**config.mk**
```make
export PLATFORM = sky130hd
export DESIGN_NAME = uart_channel
export DESIGN_NICKNAME = d
export VERILOG_FILES = /design/src/hw/uart_channel.v /design/src/hw/byte_mem.v /design/src/hw/byte_fifo.v
export VERILOG_INCLUDE_DIRS = /design/src /design/src/hw
export SDC_FILE = /design/constraint.sdc
export NUM_CORES = 2
export LEC_CHECK = 0
export ABC_AREA = 1
export BUFFER_PORTS_ARGS = -buffer_cell sky130_fd_sc_hd__buf_2
export CORE_MARGIN = 4
export CORE_UTILIZATION = 40
export CTS_CLUSTER_SIZE = 12
export DETAILED_ROUTE_END_ITERATION = 12
export HOLD_SLACK_MARGIN = 0.1
export SLEW_MARGIN = 20
export SYNTH_ARGS = -nofsm -noshare
export SYNTH_HDL_FRONTEND = slang
export SYNTH_SLANG_ARGS = --single-unit
```
**constraint.sdc**
```tcl
create_clock -name REF_CLK -period 7.2 [get_ports REF_CLK]
set_input_delay 0.36 -clock REF_CLK [delete_from_list [all_inputs] [get_ports REF_CLK]]
set_output_delay 0.36 -clock REF_CLK [all_outputs]
set_load 0.01 [all_outputs]
```
**src/hw/uart_regs.vh**
```
// register offsets, field positions, reset values and counts for one uart channel
`ifndef UART_REGS_VH
`define UART_REGS_VH
`define OFS_HOLD 4'h0
`define OFS_IEN 4'h1
`define OFS_FIFO 4'h2
`define OFS_LCTL 4'h3
`define OFS_MCTL 4'h4
`define OFS_LSTAT 4'h5
`define OFS_MSTAT 4'h6
`define OFS_SCRATCH 4'h7
`define OFS_TXLVL 4'h8
`define OFS_RXLVL 4'h9
`define OFS_IO_FIRST 4'ha
`define OFS_IO_LAST 4'he
`define LCTL_ENHANCED 8'hbf
`define LCTL_DLAB 7
`define LCTL_BREAK 6
`define FEAT_AUTO_CTS 7
`define FEAT_AUTO_RTS 6
`define FEAT_SPECIAL 5
`define FEAT_ENH_EN 4
`define MCTL_LVL_SEL 2
`define MCTL_RTS 1
`define IEN_CTS 7
`define IEN_RTS 6
`define IEN_XOFF 5
`define IEN_SLEEP 4
`define IEN_MODEM 3
`define IEN_LINE 2
`define IEN_TXH 1
`define IEN_RXD 0
`define RST_LCTL 8'h1d
`define RST_DIV_LO 8'h01
`define RST_DIV_HI 8'h00
`define IDENT_NONE 6'h01
`define IDENT_LINE 6'h06
`define IDENT_RXD 6'h04
`define IDENT_TXH 6'h02
`define IDENT_MODEM 6'h00
`define IDENT_XOFF 6'h10
`define IDENT_CTSRTS 6'h20
`define FIFO_DEPTH 64
`define FIFO_AW 6
`define TICKS_PER_BIT 5'd16
`endif

```
**src/hw/uart_channel.v**
```verilog
// one uart channel: register bank, fifos, serial engines and interrupt output
`timescale 1ns/1ns
`default_nettype none
`include "uart_regs.vh"
// Notes on behaviour
// divisor bytes at 0x00/0x01 only when divisor-latch bit set and line control not 0xbf
// feature control and flow characters visible only when line control equals 0xbf
// general registers visible only while divisor-latch bit is clear
// enhanced-only control bits change only when enhanced-functions enable is set
// host writes zero into all reserved bits
// host waits two clocks after a fifo clear before data access
// host avoids burst reads of the interrupt identification register
// transmission control and trigger level need enhanced enable and modem bit 2
// gpio registers are one shared copy for both channels
// feature control: auto cts 7, auto rts 6, special 5, enable 4, flow 3:0
// receiver shifts rx line into characters pushed into 64-byte receive fifo
// fifos disabled: receive holds one character in entry zero
// line control word length and parity steer the receiver, which always takes one stop bit
// host bytes queue in 64-byte transmit fifo, shifted out on tx
// fifos disabled: transmit holds one byte in entry zero
// writes to a full transmit fifo are dropped
// interrupt output active when any enabled source is pending
// cts and rts low-to-high changes interrupt via enable bits 7 and 6
// enable bit 5 gates the received pause-character interrupt
// enable bit 4 permits sleep
// enable bit 3 gates the modem status interrupt
// enable bit 2 gates the receive line status interrupt
// enable bit 1 gates transmit holding, bit 0 receive data interrupt
// re-enabling transmit interrupt does not raise a fresh one
// all interrupt enables reset to zero
module uart_channel (
  // clock and reset
  input wire REF_CLK,
  input wire RESET,
  // register access from the serial host port
  input wire [3:0] REG_ADDR,
  input wire REG_WR,
  input wire REG_RD,
  input wire [7:0] REG_WDATA,
  output wire [7:0] REG_RDATA,
  // shared gpio register set
  output wire IO_WR,
  output wire IO_RD,
  input wire [7:0] IO_RDATA,
  // line pins
  input wire RX,
  input wire CTS_N,
  output wire TX,
  output wire RTS_N,
  // status
  output wire IRQ_N,
  output wire SLEEP_OK
);
  localparam S_IDLE = 3'd0;
  localparam S_START = 3'd1;
  localparam S_DATA = 3'd2;
  localparam S_PAR = 3'd3;
  localparam S_STOP = 3'd4;

  function [3:0] wlen;
    input [1:0] sel;
    wlen = {2'b01, sel} + 4'd1;
  endfunction
  function par_bit;
    input [7:0] d;
    input [7:0] lc;
    reg [7:0] m;
    begin
      m = d & (8'hff >> (4'd8 - wlen(lc[1:0])));
      if (lc[5]) begin
        par_bit = ~lc[4];
      end else begin
        par_bit = (^m) ^ ~lc[4];
      end
    end
  endfunction

  reg [7:0] div_lo_q, div_hi_q, feat_q, resume1_q, resume2_q, pause1_q, pause2_q;
  reg [7:0] ien_q, lctl_q, mctl_q, scratch_q, flow_lvl_q, trig_lvl_q, rdata_q;
  reg [3:0] fifo_ctl_q;
  reg rx_s1_q, rx_s2_q, cts_s1_q, cts_s2_q, cts_prev_q, rts_prev_q;
  reg pe_q, fe_q, oe_q, dcts_q, txh_flag_q, xoff_flag_q, cts_flag_q, rts_flag_q;
  reg [15:0] div_cnt_q;
  reg tick_q;
  reg [2:0] rx_st_q, tx_st_q;
  reg [4:0] rx_cnt_q, tx_cnt_q;
  reg [3:0] rx_idx_q, tx_idx_q;
  reg [7:0] rx_sr_q, tx_sr_q;
  reg rx_perr_q, tx_q, tx_empty_prev_q;
  reg [7:0] rd_mux;

  wire enh_set = (lctl_q == `LCTL_ENHANCED);
  wire div_set = lctl_q[`LCTL_DLAB] && !enh_set;
  wire gen_set = !lctl_q[`LCTL_DLAB];
  wire enh_en = feat_q[`FEAT_ENH_EN];
  wire lvl_vis = enh_en && mctl_q[`MCTL_LVL_SEL];
  wire fifo_en = fifo_ctl_q[0];
  wire wr_at_hold = REG_WR && gen_set && (REG_ADDR == `OFS_HOLD);
  wire rd_at_hold = REG_RD && gen_set && (REG_ADDR == `OFS_HOLD);
  wire wr_at_fifo = REG_WR && gen_set && (REG_ADDR == `OFS_FIFO);
  wire rd_at_ident = REG_RD && gen_set && (REG_ADDR == `OFS_FIFO);
  wire rd_at_lstat = REG_RD && gen_set && (REG_ADDR == `OFS_LSTAT);
  wire rd_at_mstat = REG_RD && gen_set && (REG_ADDR == `OFS_MSTAT) && !lvl_vis;
  wire io_sel = gen_set && (REG_ADDR >= `OFS_IO_FIRST) && (REG_ADDR <= `OFS_IO_LAST);
  // a single copy lives outside both channels
  assign IO_WR = REG_WR && io_sel;
  assign IO_RD = REG_RD && io_sel;
  // clear is one cycle here, the host's two-clock wait covers it
  wire rx_clear = wr_at_fifo && REG_WDATA[1];
  wire tx_clear = wr_at_fifo && REG_WDATA[2];

  // fifos
  wire rx_push, rx_in_ready, rx_out_valid, tx_in_ready, tx_out_valid, tx_take;
  wire [7:0] rx_push_data, rx_out_data, tx_out_data;
  wire [`FIFO_AW:0] rx_level, tx_level;
  byte_fifo #(.WIDTH(8), .DEPTH(`FIFO_DEPTH), .AW(`FIFO_AW)) rx_fifo (
    .clk(REF_CLK),
    .reset(RESET),
    .clear(rx_clear),
    .single(!fifo_en),
    .in_valid(rx_push),
    .in_ready(rx_in_ready),
    .in_data(rx_push_data),
    .out_valid(rx_out_valid),
    .out_ready(rd_at_hold),
    .out_data(rx_out_data),
    .level(rx_level)
  );
  // a write with in_ready low is simply not taken
  byte_fifo #(.WIDTH(8), .DEPTH(`FIFO_DEPTH), .AW(`FIFO_AW)) tx_fifo (
    .clk(REF_CLK),
    .reset(RESET),
    .clear(tx_clear),
    .single(!fifo_en),
    .in_valid(wr_at_hold),
    .in_ready(tx_in_ready),
    .in_data(REG_WDATA),
    .out_valid(tx_out_valid),
    .out_ready(tx_take),
    .out_data(tx_out_data),
    .level(tx_level)
  );

  // pin synchronisers and baud enable
  wire [15:0] divisor = {div_hi_q, div_lo_q};
  always @(posedge REF_CLK) begin
    if (RESET) begin
      rx_s1_q <= 1'b1;
      rx_s2_q <= 1'b1;
      cts_s1_q <= 1'b1;
      cts_s2_q <= 1'b1;
      cts_prev_q <= 1'b1;
      div_cnt_q <= 16'h0000;
      tick_q <= 1'b0;
    end else begin
      rx_s1_q <= RX;
      rx_s2_q <= rx_s1_q;
      cts_s1_q <= CTS_N;
      cts_s2_q <= cts_s1_q;
      cts_prev_q <= cts_s2_q;
      // divisor zero stops the engines
      tick_q <= (divisor != 16'h0000) && (div_cnt_q <= 16'h0001);
      if (div_cnt_q <= 16'h0001) begin
        div_cnt_q <= divisor;
      end else begin
        div_cnt_q <= div_cnt_q - 16'h0001;
      end
    end
  end

  // receiver
  wire [3:0] rx_wl = wlen(lctl_q[1:0]);
  wire rx_bit_end = tick_q && (rx_cnt_q == 5'd15);
  wire rx_done = rx_bit_end && (rx_st_q == S_STOP);
  assign rx_push = rx_done;
  assign rx_push_data = rx_sr_q >> (4'd8 - rx_wl);
  always @(posedge REF_CLK) begin
    if (RESET) begin
      rx_st_q <= S_IDLE;
      rx_cnt_q <= 5'd0;
      rx_idx_q <= 4'd0;
      rx_sr_q <= 8'h00;
      rx_perr_q <= 1'b0;
    end else begin
      if (tick_q && rx_st_q != S_IDLE) begin
        rx_cnt_q <= (rx_cnt_q == 5'd15) ? 5'd0 : rx_cnt_q + 5'd1;
      end
      case (rx_st_q)
        S_IDLE: begin
          rx_cnt_q <= 5'd0;
          if (!rx_s2_q) begin
            rx_st_q <= S_START;
          end
        end
        S_START: begin
          // sample mid start bit, then realign bit boundaries
          if (tick_q && rx_cnt_q == 5'd7) begin
            rx_cnt_q <= 5'd0;
            rx_idx_q <= 4'd0;
            rx_st_q <= rx_s2_q ? S_IDLE : S_DATA;
          end
        end
        S_DATA: begin
          if (rx_bit_end) begin
            rx_sr_q <= {rx_s2_q, rx_sr_q[7:1]};
            rx_idx_q <= rx_idx_q + 4'd1;
            if (rx_idx_q == rx_wl - 4'd1) begin
              rx_st_q <= lctl_q[3] ? S_PAR : S_STOP;
            end
          end
        end
        S_PAR: begin
          if (rx_bit_end) begin
            rx_perr_q <= rx_s2_q ^ par_bit(rx_push_data, lctl_q);
            rx_st_q <= S_STOP;
          end
        end
        S_STOP: begin
          if (rx_bit_end) begin
            rx_st_q <= S_IDLE;
          end
        end
        default: rx_st_q <= S_IDLE;
      endcase
      if (rx_st_q == S_START) begin
        rx_perr_q <= 1'b0;
      end
    end
  end

  // transmitter
  wire [3:0] tx_wl = wlen(lctl_q[1:0]);
  wire cts_ok = !feat_q[`FEAT_AUTO_CTS] || !cts_s2_q;
  assign tx_take = (tx_st_q == S_IDLE) && tx_out_valid && cts_ok && tick_q;
  // stop length 1, 1.5 or 2 bits in sixteenths
  wire [4:0] stop_last = !lctl_q[2] ? 5'd15 : ((lctl_q[1:0] == 2'b00) ? 5'd23 : 5'd31);
  wire [4:0] tx_last = (tx_st_q == S_STOP) ? stop_last : `TICKS_PER_BIT - 5'd1;
  wire tx_bit_end = tick_q && (tx_cnt_q == tx_last);
  always @(posedge REF_CLK) begin
    if (RESET) begin
      tx_st_q <= S_IDLE;
      tx_cnt_q <= 5'd0;
      tx_idx_q <= 4'd0;
      tx_sr_q <= 8'h00;
      tx_q <= 1'b1;
    end else begin
      if (tick_q && tx_st_q != S_IDLE) begin
        tx_cnt_q <= tx_bit_end ? 5'd0 : tx_cnt_q + 5'd1;
      end
      case (tx_st_q)
        S_IDLE: begin
          tx_q <= 1'b1;
          tx_cnt_q <= 5'd0;
          if (tx_take) begin
            tx_sr_q <= tx_out_data;
            tx_q <= 1'b0;
            tx_st_q <= S_START;
          end
        end
        S_START: begin
          if (tx_bit_end) begin
            tx_q <= tx_sr_q[0];
            tx_idx_q <= 4'd0;
            tx_st_q <= S_DATA;
          end
        end
        S_DATA: begin
          if (tx_bit_end) begin
            tx_idx_q <= tx_idx_q + 4'd1;
            if (tx_idx_q == tx_wl - 4'd1) begin
              tx_q <= lctl_q[3] ? par_bit(tx_sr_q, lctl_q) : 1'b1;
              tx_st_q <= lctl_q[3] ? S_PAR : S_STOP;
            end else begin
              tx_q <= tx_sr_q[tx_idx_q[2:0] + 3'd1];
            end
          end
        end
        S_PAR: begin
          if (tx_bit_end) begin
            tx_q <= 1'b1;
            tx_st_q <= S_STOP;
          end
        end
        S_STOP: begin
          if (tx_bit_end) begin
            tx_st_q <= S_IDLE;
          end
        end
        default: tx_st_q <= S_IDLE;
      endcase
    end
  end
  assign TX = tx_q && !lctl_q[`LCTL_BREAK];
  assign RTS_N = !mctl_q[`MCTL_RTS];

  // register writes
  always @(posedge REF_CLK) begin
    if (RESET) begin
      div_lo_q <= `RST_DIV_LO;
      div_hi_q <= `RST_DIV_HI;
      feat_q <= 8'h00;
      resume1_q <= 8'h00;
      resume2_q <= 8'h00;
      pause1_q <= 8'h00;
      pause2_q <= 8'h00;
      ien_q <= 8'h00;
      lctl_q <= `RST_LCTL;
      mctl_q <= 8'h00;
      scratch_q <= 8'h00;
      flow_lvl_q <= 8'h00;
      trig_lvl_q <= 8'h00;
      fifo_ctl_q <= 4'h0;
    end else if (REG_WR) begin
      if (REG_ADDR == `OFS_LCTL) begin
        lctl_q <= REG_WDATA;
      end else if (div_set) begin
        if (REG_ADDR == `OFS_HOLD) div_lo_q <= REG_WDATA;
        if (REG_ADDR == `OFS_IEN) div_hi_q <= REG_WDATA;
      end else if (enh_set) begin
        case (REG_ADDR)
          4'h2: feat_q <= REG_WDATA;
          4'h4: resume1_q <= REG_WDATA;
          4'h5: resume2_q <= REG_WDATA;
          4'h6: pause1_q <= REG_WDATA;
          4'h7: pause2_q <= REG_WDATA;
          default: ;
        endcase
      end else begin
        case (REG_ADDR)
          `OFS_IEN: ien_q <= {enh_en ? REG_WDATA[7:4] : ien_q[7:4], REG_WDATA[3:0]};
          `OFS_FIFO: fifo_ctl_q <= {enh_en ? REG_WDATA[5:4] : fifo_ctl_q[3:2], 1'b0, REG_WDATA[0]};
          `OFS_MCTL: mctl_q <= {enh_en ? REG_WDATA[7:5] : mctl_q[7:5], REG_WDATA[4:3],
                                enh_en ? REG_WDATA[2] : mctl_q[2], REG_WDATA[1:0]};
          `OFS_MSTAT: if (lvl_vis) flow_lvl_q <= REG_WDATA;
          `OFS_SCRATCH: begin
            if (lvl_vis) begin
              trig_lvl_q <= REG_WDATA;
            end else begin
              scratch_q <= REG_WDATA;
            end
          end
          default: ;
        endcase
      end
    end
  end

  // sticky event flags: a set in the clearing cycle wins
  wire tx_empty = (tx_level == {(`FIFO_AW+1){1'b0}});
  wire xoff_seen = rx_done && (feat_q[3:0] != 4'h0) && (rx_push_data == pause1_q);
  always @(posedge REF_CLK) begin
    if (RESET) begin
      pe_q <= 1'b0;
      fe_q <= 1'b0;
      oe_q <= 1'b0;
      dcts_q <= 1'b0;
      txh_flag_q <= 1'b0;
      xoff_flag_q <= 1'b0;
      cts_flag_q <= 1'b0;
      rts_flag_q <= 1'b0;
      rts_prev_q <= 1'b1;
      tx_empty_prev_q <= 1'b1;
    end else begin
      rts_prev_q <= RTS_N;
      tx_empty_prev_q <= tx_empty;
      pe_q <= (rx_done && rx_perr_q) || (pe_q && !rd_at_lstat);
      fe_q <= (rx_done && !rx_s2_q) || (fe_q && !rd_at_lstat);
      oe_q <= (rx_done && !rx_in_ready) || (oe_q && !rd_at_lstat);
      dcts_q <= (cts_s2_q != cts_prev_q) || (dcts_q && !rd_at_mstat);
      // only an emptying edge seen while enabled raises it
      txh_flag_q <= (tx_empty && !tx_empty_prev_q && ien_q[`IEN_TXH]) ||
                    (txh_flag_q && !rd_at_ident && !wr_at_hold);
      xoff_flag_q <= xoff_seen || (xoff_flag_q && !rd_at_ident);
      cts_flag_q <= (cts_s2_q && !cts_prev_q) || (cts_flag_q && !rd_at_ident);
      rts_flag_q <= (RTS_N && !rts_prev_q) || (rts_flag_q && !rd_at_ident);
    end
  end

  // interrupt sources
  reg [6:0] rx_trig;
  always @* begin
    case (fifo_ctl_q[3:2] == 2'b00 ? 2'b00 : 2'b00)
      default: rx_trig = 7'd1;
    endcase
    if (fifo_en) begin
      case (REG_WDATA[7:6] & 2'b00)
        default: rx_trig = 7'd1;
      endcase
    end
  end
  wire line_irq = ien_q[`IEN_LINE] && (pe_q || fe_q || oe_q);
  wire rxd_irq = ien_q[`IEN_RXD] && (rx_level >= rx_trig);
  wire txh_irq = ien_q[`IEN_TXH] && txh_flag_q;
  wire modem_irq = ien_q[`IEN_MODEM] && dcts_q;
  wire xoff_irq = ien_q[`IEN_XOFF] && xoff_flag_q;
  wire ctsrts_irq = (ien_q[`IEN_CTS] && cts_flag_q) || (ien_q[`IEN_RTS] && rts_flag_q);
  wire any_irq = line_irq || rxd_irq || txh_irq || modem_irq || xoff_irq || ctsrts_irq;
  assign IRQ_N = !any_irq;
  assign SLEEP_OK = ien_q[`IEN_SLEEP] && tx_empty && (tx_st_q == S_IDLE) &&
                    (rx_st_q == S_IDLE) && !rx_out_valid;

  // register reads
  // codes already carry the pending status in bit 0
  wire [5:0] ident_code = line_irq ? `IDENT_LINE : rxd_irq ? `IDENT_RXD : txh_irq ? `IDENT_TXH :
                          modem_irq ? `IDENT_MODEM : xoff_irq ? `IDENT_XOFF :
                          ctsrts_irq ? `IDENT_CTSRTS : `IDENT_NONE;
  always @* begin
    rd_mux = 8'h00;
    if (REG_ADDR == `OFS_LCTL) begin
      rd_mux = lctl_q;
    end else if (div_set) begin
      if (REG_ADDR == `OFS_HOLD) rd_mux = div_lo_q;
      if (REG_ADDR == `OFS_IEN) rd_mux = div_hi_q;
    end else if (enh_set) begin
      case (REG_ADDR)
        4'h2: rd_mux = feat_q;
        4'h4: rd_mux = resume1_q;
        4'h5: rd_mux = resume2_q;
        4'h6: rd_mux = pause1_q;
        4'h7: rd_mux = pause2_q;
        default: rd_mux = 8'h00;
      endcase
    end else begin
      case (REG_ADDR)
        `OFS_HOLD: rd_mux = rx_out_valid ? rx_out_data : 8'h00;
        `OFS_IEN: rd_mux = ien_q;
        `OFS_FIFO: rd_mux = {fifo_en, fifo_en, ident_code};
        `OFS_MCTL: rd_mux = mctl_q;
        `OFS_LSTAT: rd_mux = {pe_q | fe_q, tx_empty && tx_st_q == S_IDLE, tx_empty, 1'b0,
                              fe_q, pe_q, oe_q, rx_out_valid};
        `OFS_MSTAT: rd_mux = lvl_vis ? flow_lvl_q : {3'b000, !cts_s2_q, 3'b000, dcts_q};
        `OFS_SCRATCH: rd_mux = lvl_vis ? trig_lvl_q : scratch_q;
        `OFS_TXLVL: rd_mux = {1'b0, {1'b1, {`FIFO_AW{1'b0}}} - tx_level};
        `OFS_RXLVL: rd_mux = {1'b0, rx_level};
        default: rd_mux = io_sel ? IO_RDATA : 8'h00;
      endcase
    end
  end
  always @(posedge REF_CLK) begin
    if (RESET) begin
      rdata_q <= 8'h00;
    end else if (REG_RD) begin
      rdata_q <= rd_mux;
    end
  end
  assign REG_RDATA = rdata_q;
endmodule // uart_channel
`default_nettype wire

```
**src/hw/byte_mem.v**
```verilog
// small memory with registered read data
`timescale 1ns/1ns
`default_nettype none
module byte_mem #(
  parameter WIDTH = 8,
  parameter DEPTH = 64,
  parameter AW = 6
) (
  input wire clk,
  input wire we,
  input wire [AW-1:0] waddr,
  input wire [WIDTH-1:0] wdata,
  input wire [AW-1:0] raddr,
  output reg [WIDTH-1:0] rdata
);
  reg [WIDTH-1:0] mem [0:DEPTH-1];
  always @(posedge clk) begin
    if (we) begin
      mem[waddr] <= wdata;
    end
    rdata <= mem[raddr];
  end
endmodule // byte_mem
`default_nettype wire

```
**src/hw/byte_fifo.v**
```verilog
// first-in first-out buffer with a single-entry mode
`timescale 1ns/1ns
`default_nettype none
module byte_fifo #(
  parameter WIDTH = 8,
  parameter DEPTH = 64,
  parameter AW = 6
) (
  input wire clk,
  input wire reset,
  input wire clear,
  input wire single,
  input wire in_valid,
  output wire in_ready,
  input wire [WIDTH-1:0] in_data,
  output wire out_valid,
  input wire out_ready,
  output wire [WIDTH-1:0] out_data,
  output wire [AW:0] level
);
  reg [AW-1:0] rd_ptr_q, wr_ptr_q;
  reg [AW:0] count_q;
  reg fresh_ok_q;
  wire [AW:0] limit = single ? {{AW{1'b0}}, 1'b1} : DEPTH[AW:0];
  wire push = in_valid & in_ready;
  wire pop = out_valid & out_ready;
  // single mode keeps every character in entry zero
  function [AW-1:0] nxt;
    input [AW-1:0] p;
    input s;
    nxt = s ? {AW{1'b0}} : p + {{(AW-1){1'b0}}, 1'b1};
  endfunction
  wire [AW-1:0] rd_ptr_d = clear ? {AW{1'b0}} : (pop ? nxt(rd_ptr_q, single) : rd_ptr_q);
  assign in_ready = !clear && (count_q < limit);
  // head entry written on the last edge is not yet in the read register
  assign out_valid = (count_q != {(AW+1){1'b0}}) && fresh_ok_q;
  assign level = count_q;
  always @(posedge clk) begin
    if (reset) begin
      rd_ptr_q <= {AW{1'b0}};
      wr_ptr_q <= {AW{1'b0}};
      count_q <= {(AW+1){1'b0}};
      fresh_ok_q <= 1'b1;
    end else begin
      rd_ptr_q <= rd_ptr_d;
      wr_ptr_q <= clear ? {AW{1'b0}} : (push ? nxt(wr_ptr_q, single) : wr_ptr_q);
      if (clear) begin
        count_q <= {(AW+1){1'b0}};
      end else if (push && !pop) begin
        count_q <= count_q + {{AW{1'b0}}, 1'b1};
      end else if (pop && !push) begin
        count_q <= count_q - {{AW{1'b0}}, 1'b1};
      end
      fresh_ok_q <= !(push && (wr_ptr_q == rd_ptr_d));
    end
  end
  byte_mem #(.WIDTH(WIDTH), .DEPTH(DEPTH), .AW(AW)) store (
    .clk(clk),
    .we(push),
    .waddr(wr_ptr_q),
    .wdata(in_data),
    .raddr(rd_ptr_d),
    .rdata(out_data)
  );
endmodule // byte_fifo
`default_nettype wire

```
=== Word level (Yosys, flattened, before mapping) ===
Memory sizes are Yosys's and may differ from the RTL's. A register that Yosys moved wholly into a read port is not among the register bits.
Index checks and enable logic that the tools add are counted.

* Flip-flop bits (word level): 227
* Bits in latches: 0
* Memory bits (writable): 1024
* ROM bits: 0
* Input bits: 26
* Logic and storage cells: 371
* Memories: 2

* $add $sub $neg: 18
* Multiply operators: 0
* Divide/modulo/power cells: 0
* Order comparisons: 7
* Eq/ne operators: 39
* Shifts and indexed selects: 2
* Muxes and demuxes: 79
* Bitwise logic cells: 15
* Reduce and logical (&&, ||, !) cells: 157

{| class="wikitable"
|+ Memory list
! memory !! depth !! width !! read ports !! clocked after memory_dff !! write ports !! RTL line !! RTL
|-
| rx_fifo.store.mem || 64 || 8 || 1 || 1 || 1 || byte_mem.v:16 || <nowiki>reg [WIDTH-1:0] mem [0:DEPTH-1];</nowiki>
|-
| tx_fifo.store.mem || 64 || 8 || 1 || 1 || 1 || byte_mem.v:16 ||
|}

{| class="wikitable"
|+ Operator list
! kind !! number
|-
| $mux W6 || 14
|-
| $mux W8 || 9
|-
| $pmux W8 S9 || 1
|-
| $logic_and A1 B1 Y1 || 68
|-
| $reduce_and A6 Y1 || 7
|-
| $pmux W8 S5 || 1
|-
| $reduce_and A5 Y1 || 8
|-
| $mux W3 || 13
|-
| $mux W7 || 5
|-
| $mux W5 || 6
|-
| $pmux W3 S5 || 2
|-
| $logic_not A1 Y1 || 26
|-
| $add A6 B1 Y6 const B || 4
|-
| $ne A2 B2 Y1 const B || 11
|-
| $mux W4 || 5
|-
| $logic_or A1 B1 Y1 || 17
|-
| $and A8 B8 Y8 || 2
|-
| $eq A4 B3 Y1 const B || 4
|-
| $le A16 B1 Y1 const B || 1
|-
| $mux W1 || 16
|-
| $mux W16 || 1
|-
| $pmux W4 S2 || 2
|-
| $reduce_bool A16 Y1 || 1
|-
| $reduce_xor A8 Y1 || 2
|-
| 52 further kinds || 91
|}

=== Logic depth before layout (Yosys ltp) ===
* Word-level depth: 12
* Mapped depth: 21
* Gate-level depth less buffers: 20

=== Hierarchy ===
Synthesis repeated with hierarchy kept, for this count alone.

* Cell total of the unflattened synthesis: 5589
* Area, all modules: 55458.2 um^2

{| class="wikitable"
|+ Modules (own cells, without submodules)
! module !! times used !! cells an instance !! area an instance (um^2) !! sequential area each (um^2)
|-
| byte_mem (tx_fifo.store) || 1 || 1818 || 21301.7 || 15534.9
|-
| byte_mem (rx_fifo.store) || 1 || 1822 || 21291.7 || 15534.9
|-
| uart_channel || 1 || 1517 || 9954.5 || 3743.6
|-
| byte_fifo || 2 || 216 || 1455.1 || 400.4
|}

=== Worst setup path after synthesis ===
Ideal clock, no wire load.

* Path type: reg2reg
* Start: register lctl_q[0]
* End: register rx_perr_q
* Setup time: 0.109 ns
* Data arrival time: 4.921 ns
* Required time: 7.091 ns
* Path slack: 2.170 ns
* Cell stages (with the launch flop): 17
* Path buffers: 0
* Clock period less this slack: 5.030 ns
* Cell sequence: dfxtp_1 inv_1 ha_1 inv_1 nand2_1 nand2_1 inv_1 o21ai_0 o21ai_0 nand3_1 nand2_1 nand2_1 nand3_1 nand2_1 nand3b_1 nand2_1 inv_1

* Cells in the longest elaborated chain, start to end: 11
* Elaborated cells between the ends (all ways): 12
* Classes of those cells: add/sub (2); shift (2); mux (4); bitwise (3); reduce/logical (1)

{| class="wikitable"
|+ RTL lines
! element !! RTL line !! RTL
|-
| start, declared || uart_channel.v:79 || <nowiki>reg [7:0] ien_q, lctl_q, mctl_q, scratch_q, flow_lvl_q, trig_lvl_q, rdata_q;</nowiki>
|-
| start signal, assigned || uart_channel.v:307 || <nowiki>lctl_q <= `RST_LCTL;</nowiki>
|-
| $add A3 B1 Y4 || uart_channel.v:62 || <nowiki>wlen = {2'b01, sel} + 4'd1;</nowiki>
|-
| $sub A4 B4 Y4 || uart_channel.v:176 || <nowiki>assign rx_push_data = rx_sr_q >> (4'd8 - rx_wl);</nowiki>
|-
| $shr A8 B4 Y8 || uart_channel.v:176 ||
|-
| via rx_fifo.in_data[4] || byte_fifo.v:15 || <nowiki>input wire [WIDTH-1:0] in_data,</nowiki>
|-
| $and A8 B8 Y8 || uart_channel.v:69 || <nowiki>m = d & (8'hff >> (4'd8 - wlen(lc[1:0])));</nowiki>
|-
| $reduce_xor A8 Y1 || uart_channel.v:73 || <nowiki>par_bit = (^m) ^ ~lc[4];</nowiki>
|-
| $xor A1 B1 Y1 || uart_channel.v:73 ||
|-
| $mux W1 || uart_channel.v:70 || <nowiki>if (lc[5]) begin</nowiki>
|-
| $mux W1 || uart_channel.v:213 || <nowiki>if (rx_bit_end) begin</nowiki>
|-
| $mux W1 || uart_channel.v:188 || <nowiki>case (rx_st_q)</nowiki>
|-
| $mux W1 || uart_channel.v:178 || <nowiki>if (RESET) begin</nowiki>
|-
| $xor A1 B1 Y1 || uart_channel.v:214 || <nowiki>rx_perr_q <= rx_s2_q ^ par_bit(rx_push_data, lctl_q);</nowiki>
|-
| end signal, assigned || uart_channel.v:214 ||
|-
| end, declared || uart_channel.v:89 || <nowiki>reg rx_perr_q, tx_q, tx_empty_prev_q;</nowiki>
|}

The timed path passes the listed nets, and every way through them passes these cells. The select of a mux whose other input is x is not followed.
A chain may end at the register's enable or synchronous reset.

=== Final worst setup path ===
* Start: register tx_fifo.count_q[0] (netlist: tx_fifo.level[0])
* End: register tx_fifo.store.rdata[3], read port of tx_fifo.store.mem

* Cells in the longest elaborated chain, start to end: 8

{| class="wikitable"
|+ RTL lines
! element !! RTL line !! RTL
|-
| start, declared || byte_fifo.v:22 || <nowiki>reg [AW:0] count_q;</nowiki>
|-
| start signal, assigned || byte_fifo.v:42 || <nowiki>count_q <= {(AW+1){1'b0}};</nowiki>
|-
| start signal, assigned || byte_fifo.v:48 || <nowiki>count_q <= {(AW+1){1'b0}};</nowiki>
|-
| start signal, assigned || byte_fifo.v:50 || <nowiki>count_q <= count_q + {{AW{1'b0}}, 1'b1};</nowiki>
|-
| $reduce_bool A7 Y1 * || byte_fifo.v:36 || <nowiki>assign out_valid = (count_q != {(AW+1){1'b0}}) && fresh_ok_q;</nowiki>
|-
| $logic_and A1 B1 Y1 * || byte_fifo.v:36 ||
|-
| $logic_and A1 B1 Y1 (3 in a row) || uart_channel.v:234 || <nowiki>assign tx_take = (tx_st_q == S_IDLE) && tx_out_valid && cts_ok && tick_q;</nowiki>
|-
| $and A1 B1 Y1 * || byte_fifo.v:26 || <nowiki>wire pop = out_valid & out_ready;</nowiki>
|-
| $mux W6 * (2 in a row) || byte_fifo.v:33 || <nowiki>wire [AW-1:0] rd_ptr_d = clear ? {AW{1'b0}} : (pop ? nxt(rd_ptr_q, single) : rd_ptr_q);</nowiki>
|-
| end, declared || byte_mem.v:14 || <nowiki>output reg [WIDTH-1:0] rdata</nowiki>
|}

Every way passes the cells marked *; elsewhere a longest branch is shown, timed or not.

==> flow_summary.toml <==
[run_status]
status = "finished clean"

[job]
drv_cap = 0

[drt]
vias_per_cell = 5.25
first_iter_violations = 4296
drtPass1Iterations = 8
drt_wl_total_um = 158000
ant_nets = 0
drc = 0
dr_total_vias = 41200
routedWlPerCell_um = 20.2

[worst_setup_path]
worst-r2r-setup-slack_ns = 2.37
crit_family = "simple AND/OR/NAND/NOR gates"
crit_top_cell = "nand3_1"
cp-startpoint = "tx_fifo.level[0]$_SDFFE_PP0P_"
cp_num_buf_inv = 4
reg2reg_from = "tx_fifo.level[0]$_SDFFE_PP0P_"
reg2regPathDepth = 18
startpoint_type = "flip-flop"
cp_slowest_stage_delay_ns = 0.58
path_depth = 18
slowest_stage = "inv_2"
cp_max_fo = 40
worst_setup_path_end_kind = "flip-flop"
worstSetupPathType = "reg -> reg"
crit_required_ns = 7.84
cp_cell_sequence = "inv_1 > ha_1 > nand2_1 > nor2_1 > nand2_2 > nand2_4 > inv_2 > nand2_2 > nand3_4 > inv_2 > buf_4 > nand2_1 > nand3_1 > nand3_1 > nand3_1 > nand3_1 > nand3_1 > nand2_1"
arrival_ns = 5.47
worstReg2RegEnd = "tx_fifo.store.rdata[3]$_DFF_P_"

[timing]
slew_viol_final = 0
slew_headroom_pct = 29.4
rsz0062_at_grt = "no"
finalSetupViolCount = 0
period_minus_slack_ns = 4.83
skew_ns = 0.0267
fmax_mhz = 207
post-route-period-util_pct = 67.1
finalHoldViolCount = 0
worstMarginPinSlew_ns = 1.06
tns_ns = 0

[power_and_ir_drop]
p_seq_share_pct = 51.0
p_int_mw = 12.0
power_frac_clock_pct = 42.4
ir_drop_mv = 0.236
power_density_mw_per_mm2 = 251
p_comb_share_pct = 6.5
swShare_pct = 23.5
leakagePower_nw = 25.5
p_sw_mw = 3.70

[floorplan]
fp.dieArea_mm2 = 0.148
die_y_um = 385
rows = 137
core_area_mm2 = 0.140
initial_core_util_pct = 40.4
die_x_um = 385
num_io_pins = 40

[synthesis]
synth_top_area_share_pct = 54.2
ys_async_sr_fraction_pct = 0
ys_seq_area_share_pct = 62.8
syn-instance-count = 5929
synthesis.area_mm2 = 0.0567
ys_warn_count = 0
synth_ff_type = "edfxtp_1"
yosys-top-cells-area = "edfxtp_1 (54%), dfxtp_1 (8.6%), nand3_1 (7.5%)"
synth_common_cells = "nand2_1 (1121), edfxtp_1 (1024), nand3_1 (846), inv_1 (799), nor2_1 (628)"
yosysTopAreaCell = "edfxtp_1"
ys_seq_elements = 1267
synth.distinct_cells = 55
synth_area_per_cell_um2 = 9.57
synth-edff-count = 1024
synth.net_count = 5984
synth.most_common_cell = "nand2_1"

[global_route]
track_usage_pct = 21.1
grt_pass1_vias = 38600
antenna_found_initial = 2
grt_pass1_wl_um = 241000
grt_max_degree = 100
grt-ovfl-total = 0

[clocking]
cts_resized = 0
numCtsBuffers = 135
clockBufferDepth = 3
clk_pin_slew_ns = 0.06
cts_root_buf = "clkbuf_16"
cts_tree = "built"
cts.sinks = 1267
h-tree-depth = 4
clock_latency_ns = 0.76

[hold_path]
holdCritStartpoint = "REG_WDATA[1]"
hold_end = "tx_fifo.store.mem[13][1]$_DFFE_PP_"
holdCritPathClass = "in -> reg"
whs_path_depth = 2

[place]
gp_congestion = 0.927
io_buffers = 39
dpl.hpwl_um = 95000

[final_layout]
nNetsFinal = 5929
reg_top3 = "rx_fifo.store.mem (512), tx_fifo.store.mem (512), div_cnt_q (16)"
drive_gt1_share_pct = 6.16
syn_to_final_growth_pct = 10.6
fin_util_pct = 44.7
[worst max-delay path by stage]
stage,slack (ns),endpoint
floorplan,2.17,rx_perr_q$_SDFFE_PP0P_
global placement,2.49,tx_fifo.store.rdata[6]$_DFF_P_
detailed placement,2.46,tx_fifo.store.rdata[3]$_DFF_P_
CTS,2.44,tx_fifo.store.rdata[3]$_DFF_P_
global route,2.09,tx_fifo.store.rdata[3]$_DFF_P_
finish,2.37,tx_fifo.store.rdata[3]$_DFF_P_
[metrics by stage]
step	cell area (µm²)	std cells	power (mW)	hold slack, ns	worst slack (ns)
2_1_floorplan	56700	5929	8.85	0.385	2.17
3_3_place_gp	58500	7604	9.18	0.404	2.49
3_5_place_dp	58500	7604	9.19	0.412	2.46
4_1_cts	62700	7848	15.8	0.109	2.44
5_1_grt	62700	7848	16.3	0.136	2.09
6_report	62700	7851	15.7	0.171	2.37
[per-layer routing]
layer / GRT usage (%) / vias up / part of all wire [%]
li1: - / 19700 / -
met1: 30.1 / 19800 / 45
met2: 33.4 / 1430 / 46
met3: 3.10 / 266 / 6.6
met4: 6.45 / 0 / 2.6
met5: 0 / - / 0
[logic make-up after synthesis]
kind of cell / Yosys count / share of synthesized area (%)
AND/OR/NAND/NOR: 2901 / 22.7
flip-flops: 1267 / 62.8
buffers and inverters: 1111 / 7.75
AO/OA/AOI/OAI: 585 / 5.53
XOR/XNOR: 36 / 0.556
adder cells (fa/ha/maj): 29 / 0.653
[power groups by stage]
stage | clock [mW] | combinational, mW | sequential (mW)
3_5_place_dp | 0 | 1.01 | 8.18
2_1_floorplan | 0 | 0.686 | 8.16
5_1_grt | 7.11 | 1.14 | 8.03
3_3_place_gp | 0 | 0.994 | 8.18
6_report | 6.68 | 1.03 | 8.03
4_1_cts | 6.77 | 1.02 | 8.03
[area by class of cell]
cell class | count | area [µm²]
Sequential cell | 1267 | 35600
Timing Repair Buffer | 100 | 691
Antenna cell | 3 | 7.51
Multi-Input combinational cell | 3551 | 16900
Clock inverter | 45 | 363
Clock buffer | 190 | 3770
Tap cell | 1876 | 2350
Fill cell | 13400 | 77500
Inverter | 819 | 3080
[cells in the final DEF, fill, tap and decap left out, types with 5 or more instances in the layout]
master / n
a211oi_1: 19
a21oi_1: 231
a31oi_1: 16
buf_2: 38
buf_4: 52
clkbuf_1: 44
clkbuf_16: 142
clkinv_1: 20
clkinv_2: 15
dfxtp_1: 243
dlygate4sd3_1: 9
edfxtp_1: 1024
ha_1: 28
inv_1: 796
inv_2: 16
inv_6: 5
nand2_1: 1117
nand2_2: 10
nand3_1: 845
nand3b_1: 110
nand4_1: 62
nor2_1: 622
nor2_2: 6
nor2_4: 9
nor3_1: 28
nor3b_1: 5
nor4_1: 8
o211ai_1: 15
o21ai_0: 249
o21ai_1: 17
o221ai_1: 9
o22ai_1: 5
or2_0: 19
or2_2: 37
xnor2_1: 14
xor2_1: 22
[timing repair]
action	4_1_cts	5_1_grt
hold buffers	9	0
endpoints found under the hold margin	78	0
setup buffers	0	0
(Power assumes the default switching activity.)
